<file path="config.mk">
export PLATFORM = sky130hd
export DESIGN_NAME = operand_addressing_unit
export DESIGN_NICKNAME = d
export VERILOG_FILES = /design/src/logic/opaddr_pkg.sv /design/src/logic/operand_addressing_unit.sv /design/src/logic/operand_addr_gen.sv /design/src/logic/alu8.sv
export SDC_FILE = /design/constraint.sdc
export NUM_CORES = 1
export LEC_CHECK = 0
export ABC_AREA = 0
export BUFFER_PORTS_ARGS = -buffer_cell sky130_fd_sc_hd__buf_2
export CAP_MARGIN = 10
export CORE_UTILIZATION = 45
export CTS_CLUSTER_DIAMETER = 150
export DETAILED_ROUTE_END_ITERATION = 8
export MAX_ROUTING_LAYER = met4
export PLACE_DENSITY_LB_ADDON = 0.12
export REMOVE_ABC_BUFFERS = 1
export SYNTH_ARGS = -nofsm -noshare
export SYNTH_HDL_FRONTEND = slang
export SYNTH_SLANG_ARGS = --single-unit
</file>
<file path="constraint.sdc">
create_clock -name clk -period 4.46 [get_ports clk]
set_clock_uncertainty 0.05 [all_clocks]
set_input_delay 0.223 -clock clk [delete_from_list [all_inputs] [get_ports clk]]
set_output_delay 0.223 -clock clk [all_outputs]
set_load 0.01 [all_outputs]
</file>
<file path="src/logic/opaddr_pkg.sv">
// Constants and types shared by the operand addressing unit
package opaddr_pkg;

   // ==========================================================
   // Register bus map, byte addresses of 32-bit words
   localparam logic [7:0] ADR_PC_LOW = 8'h00;
   localparam logic [7:0] ADR_PC_HIGH = 8'h04;
   localparam logic [7:0] ADR_CTRL = 8'h08;
   localparam logic [7:0] ADR_STATUS = 8'h0c;
   localparam logic [7:0] ADR_ACC = 8'h10;
   localparam logic [7:0] ADR_INDEX = 8'h14;
   localparam logic [7:0] ADR_FLAGS = 8'h18;
   localparam logic [7:0] ADR_STACK = 8'h1c;

   // Control register bits
   localparam int CTRL_RUN_BIT = 0;
   localparam int CTRL_CLR_ILL_BIT = 1;

   // ==========================================================
   // Core register reset values and flag layout
   localparam logic [7:0] PC_BYTE_RST = 8'h00;
   localparam logic [7:0] DATA_RST = 8'h00;
   localparam logic [7:0] FLAGS_RST = 8'h02;
   localparam logic [7:0] FLAGS_WR_MASK = 8'h17;
   localparam int FLAG_BANK_BIT = 4;
   localparam logic [15:0] PC_STEP = 16'h0001;

   // ==========================================================
   // Opcode byte fields
   localparam int OPC_MODE_LSB = 0;
   localparam int OPC_SEL_LSB = 3;
   localparam int OPC_SPACE_BIT = 5;
   localparam int OPC_ALU_LSB = 6;

   typedef enum logic [2:0] {
      MODE_SRC_IMM = 3'h0,
      MODE_SRC_DIR = 3'h1,
      MODE_SRC_IDX = 3'h2,
      MODE_DST_DIR = 3'h3,
      MODE_DST_IDX = 3'h4,
      MODE_DST_DIR_IMM = 3'h5,
      MODE_RSV6 = 3'h6,
      MODE_RSV7 = 3'h7
   } addr_mode_t;

   typedef enum logic [1:0] {
      SEL_ACC = 2'h0,
      SEL_INDEX = 2'h1,
      SEL_FLAGS = 2'h2,
      SEL_STACK = 2'h3
   } reg_sel_t;

   typedef enum logic [1:0] {
      ALU_MOV = 2'h0,
      ALU_ADD = 2'h1,
      ALU_AND = 2'h2,
      ALU_OR = 2'h3
   } alu_op_t;

   typedef enum logic [2:0] {
      ST_IDLE = 3'h0,
      ST_OPCODE = 3'h1,
      ST_OPND1 = 3'h2,
      ST_OPND2 = 3'h3,
      ST_ADDR = 3'h4,
      ST_READ = 3'h5,
      ST_EXEC = 3'h6,
      ST_WRITE = 3'h7
   } state_t;

endpackage

</file>
<file path="src/logic/operand_addressing_unit.sv">
// Operand addressing unit with program counter and register bus
// Operation
// - High program counter byte is its own register, zero after reset.
// - Low program counter byte is its own register, zero after reset.
// - Source immediate: operand byte is source; result to A, F, SP or X.
// - Source immediate arithmetic takes the selected A, X, F or SP as second input.
// - Source direct: operand addresses RAM or register space; result to A or X.
// - Source indexed: address is operand plus X; result to A or X.
// - Destination direct: operand addresses result; A or X is source.
// - Writing to memory leaves the accumulator unchanged.
// - Destination indexed: address is operand plus X; source is A.
// - Destination indexed arithmetic reads and rewrites that same location.
// - Direct with immediate: first operand addresses, second is source.
// - The five single operand modes take two instruction bytes.
// - Direct with immediate takes three instruction bytes.
// - Register space marked operands reach peripheral space at same address.
// - AND into flags combines immediate with flags and writes flags.
// - Flags bank bit chooses register bank zero or one.
`timescale 1ns/100ps
`default_nettype none
module operand_addressing_unit
   import opaddr_pkg::*;
(
   input wire logic clk,
   input wire logic arst_n,
   // Register bus
   input wire logic wbCyc,
   input wire logic wbStb,
   input wire logic wbWe,
   input wire logic [7:0] wbAdr,
   input wire logic [3:0] wbSel,
   input wire logic [31:0] wbDatW,
   output logic [31:0] wbDatR,
   output logic wbAck,
   // Instruction fetch
   output logic [15:0] fetchAddr,
   output logic fetchReq,
   input wire logic [7:0] fetchData,
   input wire logic fetchAck,
   // Data memory and register space
   output logic [7:0] memAddr,
   output logic memRegSpace,
   output logic memBank,
   output logic memRe,
   output logic memWe,
   output logic [7:0] memWrData,
   input wire logic [7:0] memRdData,
   input wire logic memAck
);

   // ==========================================================
   // State
   state_t stateFf;
   logic [7:0] pcLowFf;
   logic [7:0] pcHighFf;
   logic [7:0] accFf;
   logic [7:0] indexFf;
   logic [7:0] flagsFf;
   logic [7:0] stackFf;
   logic [7:0] opcodeFf;
   logic [7:0] opnd1Ff;
   logic [7:0] opnd2Ff;
   logic [7:0] readFf;
   logic runFf;
   logic illegalFf;
   logic wbAckFf;
   logic [31:0] wbDatRFf;
   logic fetchReqFf;
   logic [7:0] memAddrFf;
   logic memRegSpaceFf;
   logic memBankFf;
   logic memReFf;
   logic memWeFf;
   logic [7:0] memWrDataFf;

   // ==========================================================
   // Opcode field decode
   addr_mode_t mode;
   reg_sel_t regSel;
   alu_op_t aluOp;
   logic spaceBit;
   assign mode = addr_mode_t'(opcodeFf[OPC_MODE_LSB +: 3]);
   assign regSel = reg_sel_t'(opcodeFf[OPC_SEL_LSB +: 2]);
   assign aluOp = alu_op_t'(opcodeFf[OPC_ALU_LSB +: 2]);
   assign spaceBit = opcodeFf[OPC_SPACE_BIT];

   // Result lands in memory for the destination modes
   function automatic logic isMemDest(input addr_mode_t m);
      isMemDest = (m == MODE_DST_DIR) || (m == MODE_DST_IDX) || (m == MODE_DST_DIR_IMM);
   endfunction

   // Mode is one of the six handled here
   function automatic logic isKnown(input addr_mode_t m);
      isKnown = (m != MODE_RSV6) && (m != MODE_RSV7);
   endfunction

   // ==========================================================
   // Mode dependent decode
   logic memDest;
   logic knownMode;
   logic threeByte;
   logic needRead;
   logic useIndex;
   logic [7:0] selAX;
   logic [7:0] selReg;
   assign memDest = isMemDest(mode);
   assign knownMode = isKnown(mode);
   assign threeByte = (mode == MODE_DST_DIR_IMM);
   // Destination arithmetic also reads the result location
   assign needRead = (mode == MODE_SRC_DIR) || (mode == MODE_SRC_IDX) ||
                     (memDest && (aluOp != ALU_MOV));
   assign useIndex = (mode == MODE_SRC_IDX) || (mode == MODE_DST_IDX);
   assign selAX = regSel[0] ? indexFf : accFf;
   assign selReg = (regSel == SEL_FLAGS) ? flagsFf :
                   (regSel == SEL_STACK) ? stackFf : selAX;

   // Source and second input per mode
   logic [7:0] srcVal;
   logic [7:0] otherVal;
   assign srcVal = (mode == MODE_SRC_IMM) ? opnd1Ff :
                   (mode == MODE_DST_DIR_IMM) ? opnd2Ff :
                   (mode == MODE_DST_IDX) ? accFf :
                   (mode == MODE_DST_DIR) ? selAX : readFf;
   assign otherVal = memDest ? readFf :
                     (mode == MODE_SRC_IMM) ? selReg : selAX;

   // ==========================================================
   // Address former and operation unit
   logic [7:0] opAddr;
   logic opRegSpace;
   logic opBank;
   logic [7:0] aluResult;

   operand_addr_gen u_addr (
      .operand(opnd1Ff),
      .indexVal(indexFf),
      .useIndex(useIndex),
      .spaceSel(spaceBit),
      .flagsVal(flagsFf),
      .addr(opAddr),
      .regSpace(opRegSpace),
      .bank(opBank)
   );

   alu8 u_alu (
      .op(aluOp),
      .srcVal(srcVal),
      .otherVal(otherVal),
      .result(aluResult)
   );

   // ==========================================================
   // Program counter step
   logic [15:0] pcNext;
   assign pcNext = {pcHighFf, pcLowFf} + PC_STEP;

   // Register result write enables
   logic execReg;
   logic wrAcc;
   logic wrIndex;
   logic wrFlags;
   logic wrStack;
   assign execReg = (stateFf == ST_EXEC) && !memDest;
   assign wrAcc = execReg && (regSel == SEL_ACC || mode != MODE_SRC_IMM) && !regSel[0];
   assign wrIndex = execReg && regSel[0] && (regSel == SEL_INDEX || mode != MODE_SRC_IMM);
   assign wrFlags = execReg && (mode == MODE_SRC_IMM) && (regSel == SEL_FLAGS);
   assign wrStack = execReg && (mode == MODE_SRC_IMM) && (regSel == SEL_STACK);

   // ==========================================================
   // Instruction sequencer
   always_ff @(posedge clk or negedge arst_n) begin
      if (!arst_n) begin
         stateFf <= ST_IDLE;
         pcLowFf <= PC_BYTE_RST;
         pcHighFf <= PC_BYTE_RST;
         opcodeFf <= DATA_RST;
         opnd1Ff <= DATA_RST;
         opnd2Ff <= DATA_RST;
         readFf <= DATA_RST;
         fetchReqFf <= 1'b0;
         memAddrFf <= DATA_RST;
         memRegSpaceFf <= 1'b0;
         memBankFf <= 1'b0;
         memReFf <= 1'b0;
         memWeFf <= 1'b0;
         memWrDataFf <= DATA_RST;
      end else begin
         case (stateFf)
            ST_IDLE: begin
               if (runFf) begin
                  fetchReqFf <= 1'b1;
                  stateFf <= ST_OPCODE;
               end
            end
            ST_OPCODE: begin
               if (fetchAck) begin
                  opcodeFf <= fetchData;
                  {pcHighFf, pcLowFf} <= pcNext;
                  stateFf <= ST_OPND1;
               end
            end
            ST_OPND1: begin
               if (!knownMode) begin
                  fetchReqFf <= 1'b0;
                  stateFf <= ST_IDLE;
               end else if (fetchAck) begin
                  opnd1Ff <= fetchData;
                  {pcHighFf, pcLowFf} <= pcNext;
                  fetchReqFf <= threeByte;
                  stateFf <= threeByte ? ST_OPND2 :
                             (mode == MODE_SRC_IMM) ? ST_EXEC : ST_ADDR;
               end
            end
            ST_OPND2: begin
               if (fetchAck) begin
                  opnd2Ff <= fetchData;
                  {pcHighFf, pcLowFf} <= pcNext;
                  fetchReqFf <= 1'b0;
                  stateFf <= ST_ADDR;
               end
            end
            ST_ADDR: begin
               memAddrFf <= opAddr;
               memRegSpaceFf <= opRegSpace;
               memBankFf <= opBank;
               memReFf <= needRead;
               stateFf <= needRead ? ST_READ : ST_EXEC;
            end
            ST_READ: begin
               if (memAck) begin
                  readFf <= memRdData;
                  memReFf <= 1'b0;
                  stateFf <= ST_EXEC;
               end
            end
            ST_EXEC: begin
               if (memDest) begin
                  memWrDataFf <= aluResult; // Same location written back
                  memWeFf <= 1'b1;
                  stateFf <= ST_WRITE;
               end else begin
                  stateFf <= ST_IDLE;
               end
            end
            ST_WRITE: begin
               if (memAck) begin
                  memWeFf <= 1'b0;
                  stateFf <= ST_IDLE;
               end
            end
            default: begin
               stateFf <= ST_IDLE;
            end
         endcase
      end
   end

   // ==========================================================
   // Core data registers
   always_ff @(posedge clk or negedge arst_n) begin
      if (!arst_n) begin
         accFf <= DATA_RST;
         indexFf <= DATA_RST;
         flagsFf <= FLAGS_RST;
         stackFf <= DATA_RST;
      end else begin
         if (wrAcc) accFf <= aluResult;
         if (wrIndex) indexFf <= aluResult;
         if (wrFlags) flagsFf <= (aluResult & FLAGS_WR_MASK) | (flagsFf & ~FLAGS_WR_MASK);
         if (wrStack) stackFf <= aluResult;
      end
   end

   // ==========================================================
   // Register bus decode
   logic busReq;
   logic busWr;
   logic ctrlWr;
   logic illegalSet;
   logic [31:0] rdMux;
   assign busReq = wbCyc && wbStb && !wbAckFf;
   assign busWr = wbCyc && wbStb && wbWe && wbAckFf; // Write lands on the edge that sees ack
   assign ctrlWr = busWr && (wbAdr == ADR_CTRL) && wbSel[0];
   assign illegalSet = (stateFf == ST_OPND1) && !knownMode;
   assign rdMux = (wbAdr == ADR_PC_LOW) ? {24'h000000, pcLowFf} :
                  (wbAdr == ADR_PC_HIGH) ? {24'h000000, pcHighFf} :
                  (wbAdr == ADR_CTRL) ? {31'h00000000, runFf} :
                  (wbAdr == ADR_STATUS) ? {28'h0000000, illegalFf, stateFf} :
                  (wbAdr == ADR_ACC) ? {24'h000000, accFf} :
                  (wbAdr == ADR_INDEX) ? {24'h000000, indexFf} :
                  (wbAdr == ADR_FLAGS) ? {24'h000000, flagsFf} :
                  (wbAdr == ADR_STACK) ? {24'h000000, stackFf} : 32'h00000000;

   // Bus answer, control and sticky status
   always_ff @(posedge clk or negedge arst_n) begin
      if (!arst_n) begin
         wbAckFf <= 1'b0;
         wbDatRFf <= 32'h00000000;
         runFf <= 1'b0;
         illegalFf <= 1'b0;
      end else begin
         wbAckFf <= busReq;
         if (busReq && !wbWe) wbDatRFf <= rdMux;
         if (ctrlWr) runFf <= wbDatW[CTRL_RUN_BIT];
         if (illegalSet) illegalFf <= 1'b1; // Set wins over clear
         else if (ctrlWr && wbDatW[CTRL_CLR_ILL_BIT]) illegalFf <= 1'b0;
      end
   end

   // ==========================================================
   // Outputs straight from flip-flops
   assign wbAck = wbAckFf;
   assign wbDatR = wbDatRFf;
   assign fetchAddr = {pcHighFf, pcLowFf};
   assign fetchReq = fetchReqFf;
   assign memAddr = memAddrFf;
   assign memRegSpace = memRegSpaceFf;
   assign memBank = memBankFf;
   assign memRe = memReFf;
   assign memWe = memWeFf;
   assign memWrData = memWrDataFf;

endmodule // operand_addressing_unit
`default_nettype wire

</file>
<file path="src/logic/operand_addr_gen.sv">
// Operand address former: direct or indexed, RAM or register space
`timescale 1ns/100ps
`default_nettype none
module operand_addr_gen
   import opaddr_pkg::*;
(
   input wire logic [7:0] operand,
   input wire logic [7:0] indexVal,
   input wire logic useIndex,
   input wire logic spaceSel,
   input wire logic [7:0] flagsVal,
   output logic [7:0] addr,
   output logic regSpace,
   output logic bank
);

   // ==========================================================
   // Address sum
   logic [7:0] offset;
   assign offset = useIndex ? indexVal : DATA_RST;
   assign addr = operand + offset; // Eight bit sum wraps

   // ==========================================================
   // Space and bank selection
   assign regSpace = spaceSel;
   assign bank = spaceSel & flagsVal[FLAG_BANK_BIT];

endmodule // operand_addr_gen
`default_nettype wire

</file>
<file path="src/logic/alu8.sv">
// Eight bit operation unit for move, add, and, or
`timescale 1ns/100ps
`default_nettype none
module alu8
   import opaddr_pkg::*;
(
   input wire logic [1:0] op,
   input wire logic [7:0] srcVal,
   input wire logic [7:0] otherVal,
   output logic [7:0] result
);

   // ==========================================================
   // Operation results
   logic [7:0] sumVal;
   logic [7:0] andVal;
   logic [7:0] orVal;
   assign sumVal = srcVal + otherVal;
   assign andVal = srcVal & otherVal;
   assign orVal = srcVal | otherVal;

   // Result select
   assign result = (op == ALU_ADD) ? sumVal :
                   (op == ALU_AND) ? andVal :
                   (op == ALU_OR) ? orVal : srcVal;

endmodule // alu8
`default_nettype wire

</file>
After elaboration in Yosys (flattened, before gate mapping)
Index checks and enable logic that the tools add are counted.
{"block": "totals", "reg_bits": 139, "latch_bits": 0, "ram_bits": 0, "rom_bits": 0, "mem_count": 0}
{"block": "classes", "n_addsub": 3, "mul": 0, "n_div": 0, "n_lt_le_gt_ge": 0, "eq_ne": 35, "shifts": 0, "muxes": 50, "n_bitwise": 4, "reduce_logical": 53}
{"op": "$mux 8", "count": 25}
{"op": "$eq 8x5->1 const B", "count": 4}
{"op": "$pmux 8 s2", "count": 2}
{"op": "$mux 3", "count": 9}
{"op": "$pmux 3 s8", "count": 1}
{"op": "$logic_and 1x1->1", "count": 19}
{"op": "$eq 3x3->1 const B", "count": 6}
{"op": "$add 16x1->16 const B", "count": 1}
{"op": "$add 8x8->8", "count": 2}
{"op": "$eq 8x4->1 const B", "count": 2}
{"op": "$ne 2x2->1 const B", "count": 7}
{"op": "$eq 3x2->1 const B", "count": 4}
{"op": "$reduce_and 2->1", "count": 6}
{"op": "$reduce_bool 2->1", "count": 5}
{"op": "$ne 3x3->1 const B", "count": 3}
{"op": "$and 8x8->8", "count": 1}
{"op": "$eq 2x2->1 const B", "count": 4}
{"op": "$eq 8x3->1 const B", "count": 1}
{"op": "$logic_not 8->1", "count": 1}
{"op": "$mux 1", "count": 8}
{"op": "$or 5x8->8", "count": 1}
{"op": "$or 8x8->8", "count": 1}
{"op": "$logic_or 1x1->1", "count": 7}
{"op": "$eq 3x1->1 const B", "count": 2}
{"op": "other kinds (13)", "count": 23}

Longest topological paths before layout
Gate-level depths: netlist of the first run.
{"block": "logic_depth", "ltp_word": 10, "mapped_depth": 16, "ltp_nobuf": 13}

Modules after synthesis
A second synthesis of the first run with hierarchy kept.
{"block": "unflattened", "cells_unflattened": 678, "area_unflattened_um2": 7120.6}
{"module": "operand_addressing_unit", "instances": 1, "cells_each": 548, "area_each_um2": 6075.8, "seq_area_each_um2": 2778.9}
{"module": "alu8", "instances": 1, "cells_each": 81, "area_each_um2": 684.4, "seq_area_each_um2": 0.0}
{"module": "operand_addr_gen", "instances": 1, "cells_each": 49, "area_each_um2": 360.3, "seq_area_each_um2": 0.0}

Least setup slack after synthesis of the first run
No wires, ideal clock.
{"block": "synth_timing", "path_kind": "register -> register", "startpoint": "register opcodeFf[2]", "endpoint": "register memWrDataFf[7], in the netlist memWrData[7]", "setup_ns": 0.154, "arrival_time_ns": 3.148, "t_required_ns": 4.256, "path_slack_ns": 1.109, "path_stages_with_launch": 15, "path_buffers": 3, "synth_period_minus_slack_ns": 3.351, "path_cell_list": "dfrtp_1 -> buf_6 -> nor4b_4 -> clkbuf_1 -> mux4_2 -> mux2i_1 -> inv_1 -> ha_1 -> clkbuf_1 -> nand4_1 -> inv_1 -> o211ai_1 -> a31o_2 -> a31oi_1 -> a21oi_1"}
{"block": "synth_via", "elab_chain_len": 9}
{"element": "start: declaration", "line_no": "operand_addressing_unit.sv:60", "rtl": "logic [7:0] opcodeFf;"}
{"element": "start signal: assignment", "line_no": "operand_addressing_unit.sv:197", "rtl": "opcodeFf <= fetchData;"}
{"element": "parallel branches: the longest is 9 deep, another holds $add 8x8->8"}
{"element": "end signal: assignment", "line_no": "operand_addressing_unit.sv:238", "rtl": "memWrDataFf <= aluResult;"}
{"element": "end: declaration", "line_no": "operand_addressing_unit.sv:74", "rtl": "logic [7:0] memWrDataFf;"}
Several ways; the timed one is not identified.
A chain may end at the register's enable or synchronous reset.

Worst setup path after layout of the first run
{"block": "layout_timing", "startpoint": "register opcodeFf[2]", "endpoint": "register stackFf[7]"}
{"block": "layout_via", "elab_chain_len": 9}
{"element": "parallel branches: the longest is 9 deep, another holds $add 8x8->8"}
{"element": "end signal: assignment", "line_no": "operand_addressing_unit.sv:270", "rtl": "if (wrStack) stackFf <= aluResult;"}
{"element": "end: declaration", "line_no": "operand_addressing_unit.sv:59", "rtl": "logic [7:0] stackFf;"}
Several ways; the timed one is not identified.

==> impl_metrics.json, run 1 <==
{
  "die_h_um": 127,
  "critPathSlowestCell": "dfrtp_1",
  "clkSlewWorstSetupHoldPaths_ns": 0.08,
  "power_w": 0.00628,
  "cp_common_cell": "inv_1",
  "slew_headroom_pct": 32.7,
  "antenna_cells": 0,
  "overflow": 0,
  "yosys_register_bits": 111,
  "cellLeakagePower_nw": 3.67,
  "viasPerCell": 5.83,
  "synthCells": 732,
  "synth-seq-area-share_pct": 39.7,
  "dpl.cell_count": 973,
  "htreeDepth": 3,
  "rr_worst_depth": 11,
  "rsz0062_at_grt": "no",
  "rr_startpoint": "opcodeFf[2]",
  "num-nets-final": 885,
  "crit_cells": 11,
  "worstSetupPathType": "reg2reg",
  "slew_viol_final": 0,
  "drive_above_1_share_pct": 23.1,
  "endpoint": "stackFf[7]",
  "ir_drop_mv": 0.375,
  "placementRows": 45,
  "final-setup-viol-count": 0,
  "power.density_nw_per_um2": 805,
  "power_switching_w": 0.00290,
  "fmax_mhz": 264,
  "critical-path-max-stage-delay_ns": 0.67,
  "setup_tns_ns": 0,
  "numCtsBuffers": 9,
  "hold_buffers": 0,
  "cp-end-kind": "flip-flop",
  "insertion_delay_ns": 0.36,
  "cts-resized-gates": 0,
  "synth_edf_count": 0,
  "tightestPinTransition_ns": 1.01,
  "grt_start_max_net_pins": 75,
  "cts_root_buf": "clkbuf_16",
  "dieArea_um2": 16100,
  "worst_setup_path_start_kind": "flip-flop",
  "drtIter0Drc": 388,
  "crit_buf_inv": 2,
  "wirelength_um": 18900,
  "grt_use_total_pct": 25.4,
  "finalInstanceArea_um2": 7810,
  "critPathArrivalTime_ns": 3.94,
  "final.period_utilization_pct": 84.8,
  "grt_pass1_wl_um": 30300,
  "p_clk_share_pct": 14.3,
  "dr.pass1.iters": 5,
  "io_pins": 137,
  "cp_cell_sequence": "and3b_1, nor2_4, mux2i_1, inv_1, ha_1, nand4_1, inv_1, o211ai_1, a31o_2, a31oi_1, a21oi_1",
  "required_ns": 4.62,
  "share_seq_of_total_power_pct": 30.7,
  "comb_power_share_pct": 55.0,
  "drc": 0,
  "start_util_pct": 46.1,
  "r2r-end": "stackFf[7]",
  "cp_max_fo": 16,
  "grt_pass1_vias": 5571,
  "post-cts-setup-buffers": 0,
  "r2r_setup_slack_ns": 0.68,
  "cts.sinks": 111,
  "dp_hpwl_um": 14200,
  "dieWidth_um": 127,
  "p_sw_share_pct": 46.1,
  "place_congestion": 0.938,
  "avgSynthCellArea_um2": 9.57,
  "placed_area_um2": 7480,
  "ys_warn_count": 0,
  "drtAntennaViolNets": 0,
  "core_um2": 15200,
  "numPortBuffers": 79,
  "hold_viol": 24,
  "synth_cell_types": 75,
  "cpLargestDelayFamily": "simple AND/OR/NAND/NOR gates",
  "synth_area_um2": 7010,
  "area_growth_pct": 11.4,
  "routedWlPerCell_um": 19.2,
  "async_reset_ff_share_pct": 100,
  "power.internal_w": 0.00338,
  "antenna_found_initial": 0,
  "ys.flop_type": "dfrtp_1",
  "stdcell_count": 989,
  "drv_cap": 0,
  "post-route-min-period_ns": 3.78,
  "clock_tree.buffer_depth": 2,
  "whs_ns": -0.0501,
  "via_count": 5768,
  "status": "finished with violations",
  "cts_tree": "built",
  "critical_path.startpoint": "opcodeFf[2]",
  "hold_class": "in2async",
  "violations": "hold timing"
}
cells in the final DEF, fill, tap and decap left out, drive strengths merged, types with 22 or more instances in the layout:
cell type,instances
mux2i,37
buf,91
nand2,76
mux2,58
dfrtp,110
nor2,53
inv,29
o21ai,45
nand3,22
a21oi,40
conb,24
power by group through the flow:
stage	sequential, W	clock (W)	combinational [W]
CTS	0.00192	0.000922	0.00346
global route	0.00199	0.000960	0.00384
global placement	0.00193	0	0.00334
finish	0.00193	0.000900	0.00346
detailed placement	0.00194	0	0.00343
floorplan	0.00185	0	0.00242
through the flow:
step / hold WS [ns] / worst slack [ns] / util (%)
detailed placement: 0.407 / 0.722 / 49.2
CTS: 0.0209 / 0.699 / 51.3
finish: -0.0501 / 0.679 / 51.3
floorplan: -0.123 / 0.951 / -
global placement: 0.391 / 0.769 / 49.2
global route: 0.0431 / 0.424 / 51.3
Yosys cell counts (5+ instances only):
master / number / area share (%)
dfrtp_1: 110 / 39
nand2_1: 76 / 4.1
mux2_2: 57 / 9.2
nor2_1: 52 / 2.8
o21ai_0: 39 / 2.8
a21oi_1: 38 / 2.7
mux2i_1: 37 / 5.3
inv_1: 27 / 1.4
buf_4: 26 / 2.8
nand3_1: 22 / 1.6
clkbuf_1: 21 / 1.1
ha_1: 21 / 3.7
xnor2_1: 18 / 2.2
nor3_1: 15 / 1.1
a21o_1: 9 / 0.96
nand2b_1: 9 / 0.80
nand4_1: 8 / 0.71
xor2_1: 8 / 1.0
a22oi_1: 7 / 0.75
buf_1: 7 / 0.38
o31ai_1: 7 / 0.75
and2_1: 6 / 0.54
nor2b_1: 6 / 0.54
o21ai_1: 6 / 0.43
o22ai_1: 6 / 0.54
buf_2: 5 / 0.36
o21a_1: 5 / 0.54
o21bai_1: 5 / 0.54
o221ai_1: 5 / 0.62
how the worst min path moves through the flow:
stage               slack [ns]  cells past startpoint         to
detailed placement        0.41                      1  readFf[7]
global route              0.04                      2  readFf[7]
CTS                       0.02                      1  readFf[7]
floorplan                -0.12                      0   accFf[0]
global placement          0.39                      1  readFf[7]
finish                   -0.05                      1  readFf[7]
worst register-to-register path: stages, from the launching register on:
cell and delay, ns:
dfrtp_1 0.67, and3b_1 0.37, nor2_4 0.45, mux2i_1 0.36
inv_1 0.07, ha_1 0.40, nand4_1 0.16, inv_1 0.13
o211ai_1 0.12, a31o_2 0.27, a31oi_1 0.44, a21oi_1 0.15
logic make-up after synthesis:
family / count (synthesis) / synth area share [%]
AOI/OAI and AO/OA: 166 / 15.5
xor gates and xnor gates: 26 / 3.25
adders and majority gates: 23 / 4.20
buffers and inverters: 89 / 6.37
DFF: 111 / 39.7
muxes: 99 / 15.9
other: 1 / 0.0535
and+or+nand+nor: 217 / 15.0
per-layer routing:
| layer | GRT usage (%) | part of all wire (%) | up-vias |
|---|---|---|---|
| li1 | - | - | 2699 |
| met4 | 8.19 | 2.0 | 0 |
| met2 | 40.9 | 48 | 223 |
| met5 | - | 0 | - |
| met3 | 4.43 | 5.7 | 36 |
| met1 | 32.6 | 44 | 2810 |
cell type report:
cell class              instances  area, um^2
repair buffers                 91         488
well taps                     188         235
fillers                      1444        7400
flip-flops and latches        111        2780
clock buffers                  11         243
multi-input cells             555        3870
inverters                      28         105
clock inverters                 5        87.6
(Power assumes the default switching activity.)
==> run 2: changes to the inputs <==
Clock period 4.46 ns to 3.3 ns, I/O delays scaled along.
==> run 2 against run 1 <==
Against the previous run:
- the flow now finishes without violations
- power rose by 41%
- sequential share of layout area decreased by 1.4 points
- critical path type unchanged
- via count is 1.2% higher
- routed wire length rose by 3.0%
- register-to-register slack lost 0.57 ns
- critical endpoint is now memWrData[6]
- die area unchanged
- hold slack improved by 0.069 ns
==> impl_metrics.json, run 2 (same netlist as run 1, synthesis figures left out) <==
{
  "dieArea_um2": 16100,
  "viasPerCell": 5.69,
  "insertion_delay_ns": 0.36,
  "rr_startpoint": "opcodeFf[1]",
  "cp_max_fo": 9,
  "stdcell_count": 1025,
  "area_growth_pct": 16.3,
  "place_congestion": 0.918,
  "grt_use_total_pct": 25.8,
  "dr.pass1.iters": 7,
  "ir_drop_mv": 0.369,
  "fin_ws_ns": 0.109,
  "htreeDepth": 3,
  "antenna_found_initial": 0,
  "num-nets-final": 921,
  "start_util_pct": 46.1,
  "drc": 0,
  "cts.sinks": 111,
  "comb_power_share_pct": 59.0,
  "final.period_utilization_pct": 96.7,
  "overflow": 0,
  "power.internal_w": 0.00478,
  "layout_commonest_cell": "dfrtp_1",
  "hold_viol": 0,
  "dpl.cell_count": 997,
  "worstSetupPathType": "reg2reg",
  "fmax_mhz": 313,
  "cellLeakagePower_nw": 3.83,
  "placementRows": 45,
  "final-setup-viol-count": 0,
  "drive_above_1_share_pct": 26.8,
  "status": "completed",
  "slew_headroom_pct": 42.8,
  "core_um2": 15200,
  "r2r-end": "memWrData[6]",
  "cp_cell_sequence": "and3b_1, nor2_4, buf_4, a31oi_1, ha_1, buf_4, nand4_1, nor4_2, a311oi_2, o31ai_1, a22oi_1, buf_4, mux2_2",
  "p_sw_share_pct": 46.1,
  "cp-end-kind": "flip-flop",
  "final_cell_mix": "dfrtp_1 (106), buf_2 (78), nand2_1 (76)",
  "grt_pass1_wl_um": 30700,
  "setup_tns_ns": 0,
  "post-route-min-period_ns": 3.19,
  "share_seq_of_total_power_pct": 28.6,
  "crit_cells": 13,
  "dieWidth_um": 127,
  "required_ns": 3.49,
  "power_w": 0.00887,
  "critPathSlowestCell": "dfrtp_2",
  "cts_tree": "built",
  "power.density_nw_per_um2": 1090,
  "critical-path-max-stage-delay_ns": 0.47,
  "die_h_um": 127,
  "drtAntennaViolNets": 0,
  "p_clk_share_pct": 12.4,
  "hold_class": "in2reg",
  "clock_tree.buffer_depth": 2,
  "cpLargestDelayFamily": "simple AND/OR/NAND/NOR gates",
  "dp_hpwl_um": 15000,
  "endpoint": "memWrData[6]",
  "wirelength_um": 19500,
  "cp_common_cell": "buf_4",
  "io_pins": 137,
  "drtIter0Drc": 432,
  "clkSlewWorstSetupHoldPaths_ns": 0.08,
  "critPathArrivalTime_ns": 3.39,
  "grt_pass1_vias": 5626,
  "cts_root_buf": "clkbuf_16",
  "worst_setup_path_start_kind": "flip-flop",
  "rr_worst_depth": 13,
  "drv_cap": 0,
  "routedWlPerCell_um": 19.0,
  "numCtsBuffers": 9,
  "slew_viol_final": 0,
  "via_count": 5836,
  "place_ws_ns": -0.0250,
  "r2r_setup_slack_ns": 0.11,
  "power_switching_w": 0.00409,
  "grt_start_max_net_pins": 64,
  "numPortBuffers": 79,
  "crit_buf_inv": 3,
  "antenna_cells": 0,
  "critical_path.startpoint": "opcodeFf[1]",
  "tightestPinTransition_ns": 0.858
}
## run 2: how the worst min path moves through the flow
stage            startpoint  depth (start not counted)  slack [ns]           to
2_1_floorplan        arst_n                          0       -0.18     accFf[0]
3_3_place_gp         arst_n                          1        0.18    readFf[7]
3_5_place_dp         arst_n                          1        0.19    readFf[5]
4_1_cts        fetchData[6]                          3       0.007  opcodeFf[6]
5_1_grt        fetchData[6]                          3        0.03  opcodeFf[6]
6_report       fetchData[6]                          3        0.02  opcodeFf[6]
## run 2: repair_timing
action / in CTS / in global routing
endpoints found under the hold margin: 57 / 0
gates resized for setup: 3 / 13
buffers inserted: 1 / 1
endpoints found under the setup margin: 4 / 18
pin swaps: 1 / 2
hold buffers: 10 / 0
## run 2: per-stage QoR
| stage | utilization, % | hold slack [ns] | area (um^2) |
|---|---|---|---|
| CTS | 53.3 | 0.00706 | 8100 |
| detailed placement | 50.5 | 0.185 | 7680 |
| global route | 53.6 | 0.0281 | 8150 |
| global placement | 50.5 | 0.178 | 7680 |
| floorplan | - | -0.181 | 6750 |
| finish | 53.6 | 0.0191 | 8150 |
## run 2: worst min-delay path: cells and delay by family
kind,cells,cell delay [ns]
buffers and inverters,1,0.11
AND/OR/NAND/NOR,1,0.05
AO/OA/AOI/OAI,1,0.06
## run 2: power groups by stage
stage	logic, W	clock network, W	registers, W
2_1_floorplan	0.00327	0	0.00250
3_3_place_gp	0.00495	0	0.00252
3_5_place_dp	0.00506	0	0.00254
4_1_cts	0.00514	0.00112	0.00252
5_1_grt	0.00574	0.00117	0.00260
6_report	0.00524	0.00110	0.00254
## run 2: metal layers
metal | share of wire (%) | wire length [um] | global-route usage (%)
met5 | 0 | 0 | -
met4 | 1.8 | 343 | 7.70
met3 | 4.4 | 852 | 3.46
met2 | 49 | 9490 | 41.7
met1 | 45 | 8840 | 33.7
## run 2: layout make-up
| class | count | area [um^2] |
|---|---|---|
| Clock buffer | 12 | 256 |
| Clock inverter | 4 | 36.3 |
| Fill cell | 1445 | 7050 |
| Inverter | 28 | 105 |
| Multi-Input combinational cell | 555 | 3920 |
| Sequential cell | 111 | 2780 |
| Tap cell | 188 | 235 |
| Timing Repair Buffer | 127 | 812 |
==> run 3: changes to the inputs <==
Settings changed: CORE_ASPECT_RATIO set to 1.75.
==> run 3 against run 2 <==
Against the previous run:
- hold slack worse by 0.013 ns
- flip-flop and latch count did not move
- count of clock-buffer cells in the layout is 2 lower
- first-iteration DRC count shrank 13%
- register-to-register slack got worse by 0.04 ns
- clock power is 4% higher
- die area increased by 0.13%
- highest routed layer unchanged
- power is 6.4% higher
- routed wire length increased by 1.7%
==> impl_metrics.json, run 3 (same netlist as run 1, synthesis figures left out) <==
{
  "status": "completed",
  "cts.sinks": 111,
  "slew_headroom_pct": 38.7,
  "dieArea_um2": 16100,
  "crit_buf_inv": 2,
  "numCtsBuffers": 9,
  "clock_tree.buffer_depth": 2,
  "placementRows": 60,
  "clkSlewWorstSetupHoldPaths_ns": 0.08,
  "cp_common_cell": "mux4_2",
  "critPathSlowestCell": "mux4_2",
  "finalInstanceArea_um2": 8420,
  "stdcell_count": 1040,
  "cts_root_buf": "clkbuf_16",
  "power.density_nw_per_um2": 1120,
  "critical-path-max-stage-delay_ns": 0.58,
  "area_growth_pct": 20.2,
  "dp_hpwl_um": 15300,
  "num-nets-final": 938,
  "critPathArrivalTime_ns": 3.45,
  "worstSetupPathType": "reg2reg",
  "grt_pass1_vias": 5843,
  "endpoint": "accFf[4]",
  "required_ns": 3.52,
  "start_util_pct": 45.8,
  "final_util_pct": 55.0,
  "rr_worst_depth": 12,
  "drtIter0Drc": 375,
  "cp-end-kind": "flip-flop",
  "r2r-end": "accFf[4]",
  "via_count": 5926,
  "die_h_um": 167,
  "htreeDepth": 3,
  "cp_cell_sequence": "nor4b_4, buf_6, mux4_2, mux2i_2, inv_1, ha_4, ha_2, a21oi_4, o31ai_4, xnor2_1, mux4_2, o21ai_2",
  "dieWidth_um": 96.3,
  "core_um2": 15300,
  "antenna_cells": 0,
  "final-setup-viol-count": 0,
  "hold_class": "in2reg",
  "grt_pass1_wl_um": 30800,
  "crit_cells": 12,
  "cts_tree": "built",
  "rsz0062_at_grt": "yes",
  "critical_path.startpoint": "opcodeFf[0]",
  "cpLargestDelayFamily": "multiplexers",
  "rr_startpoint": "opcodeFf[0]",
  "numPortBuffers": 79,
  "r2r_setup_slack_ns": 0.07,
  "drc": 0,
  "viasPerCell": 5.70,
  "cellLeakagePower_nw": 3.94,
  "dr.pass1.iters": 6,
  "final.period_utilization_pct": 97.8,
  "wirelength_um": 19900,
  "hold_viol": 0,
  "place_congestion": 0.946,
  "overflow": 0,
  "drtAntennaViolNets": 0,
  "dpl.cell_count": 1004,
  "slew_viol_final": 0,
  "insertion_delay_ns": 0.36,
  "final_cell_mix": "dfrtp_1 (106), buf_2 (78), nand2_1 (76)",
  "grt_start_max_net_pins": 68,
  "cp_max_fo": 5,
  "layout_commonest_cell": "dfrtp_1",
  "routedWlPerCell_um": 19.1,
  "drive_above_1_share_pct": 30.3,
  "worst_setup_path_start_kind": "flip-flop",
  "antenna_found_initial": 0,
  "drv_cap": 0,
  "io_pins": 137,
  "ir_drop_mv": 0.398,
  "tightestPinTransition_ns": 0.919,
  "placed_area_um2": 7750,
  "post-route-min-period_ns": 3.23,
  "fmax_mhz": 310,
  "power_w": 0.00944,
  "grt_use_total_pct": 26.4,
  "whs_ns": 0.00638
}
==> run 3: worst min-delay path, delay by kind of cell <==
family	cells	cell delay, ns
AO/OA/AOI/OAI	1	0.06
buffers and inverters	1	0.10
AND/OR/NAND/NOR	1	0.05
==> run 3: cell type report <==
class,instances,area [um^2]
Clock buffer,10,229
Sequential cell,111,2780
Timing Repair Buffer,144,967
Tap cell,186,233
Inverter,28,105
Fill cell,1431,6890
Multi-Input combinational cell,555,4030
Clock inverter,6,76.3
==> run 3: power by group <==
group	total, W	internal [W]	switching (W)	leakage [nW]
Sequential	0.00251	0.00188	0.000629	1.41
Combinational	0.00579	0.00270	0.00308	2.38
Clock	0.00114	0.000604	0.000540	0.143
==> run 3: repair_timing <==
item,4_1_cts,5_1_grt
setup endpoints to repair,0,18
endpoints found under the hold margin,53,0
hold buffers,10,0
gates resized for setup,0,45
buffers inserted,0,10
==> run 3: through the flow <==
step                      setup slack [ns]  setup TNS, ns
final                               0.0715              0
after CTS                          0.00542              0
after floorplan                     -0.209          -2.14
after detailed placement           0.00968              0
after global routing               -0.0508         -0.315
after global placement              0.0811              0
==> run 3: how the worst min path moves through the flow <==
| stage | from | endpoint | slack [ns] | cells after the start |
|---|---|---|---|---|
| after floorplan | arst_n | accFf[0] | -0.18 | 0 |
| after global placement | arst_n | opnd1Ff[7] | 0.16 | 1 |
| after detailed placement | arst_n | opnd2Ff[7] | 0.17 | 1 |
| after CTS | fetchData[1] | opcodeFf[1] | 0.0002 | 3 |
| after global routing | fetchData[7] | opnd1Ff[7] | 0.02 | 2 |
| final | fetchData[1] | opcodeFf[1] | 0.006 | 3 |
==> run 3: metal layers <==
metal,part of all wire (%),track usage [%]
met2,56,47.3
met4,3.1,10.1
met3,2.7,2.33
met5,0,-
met1,38,29.5
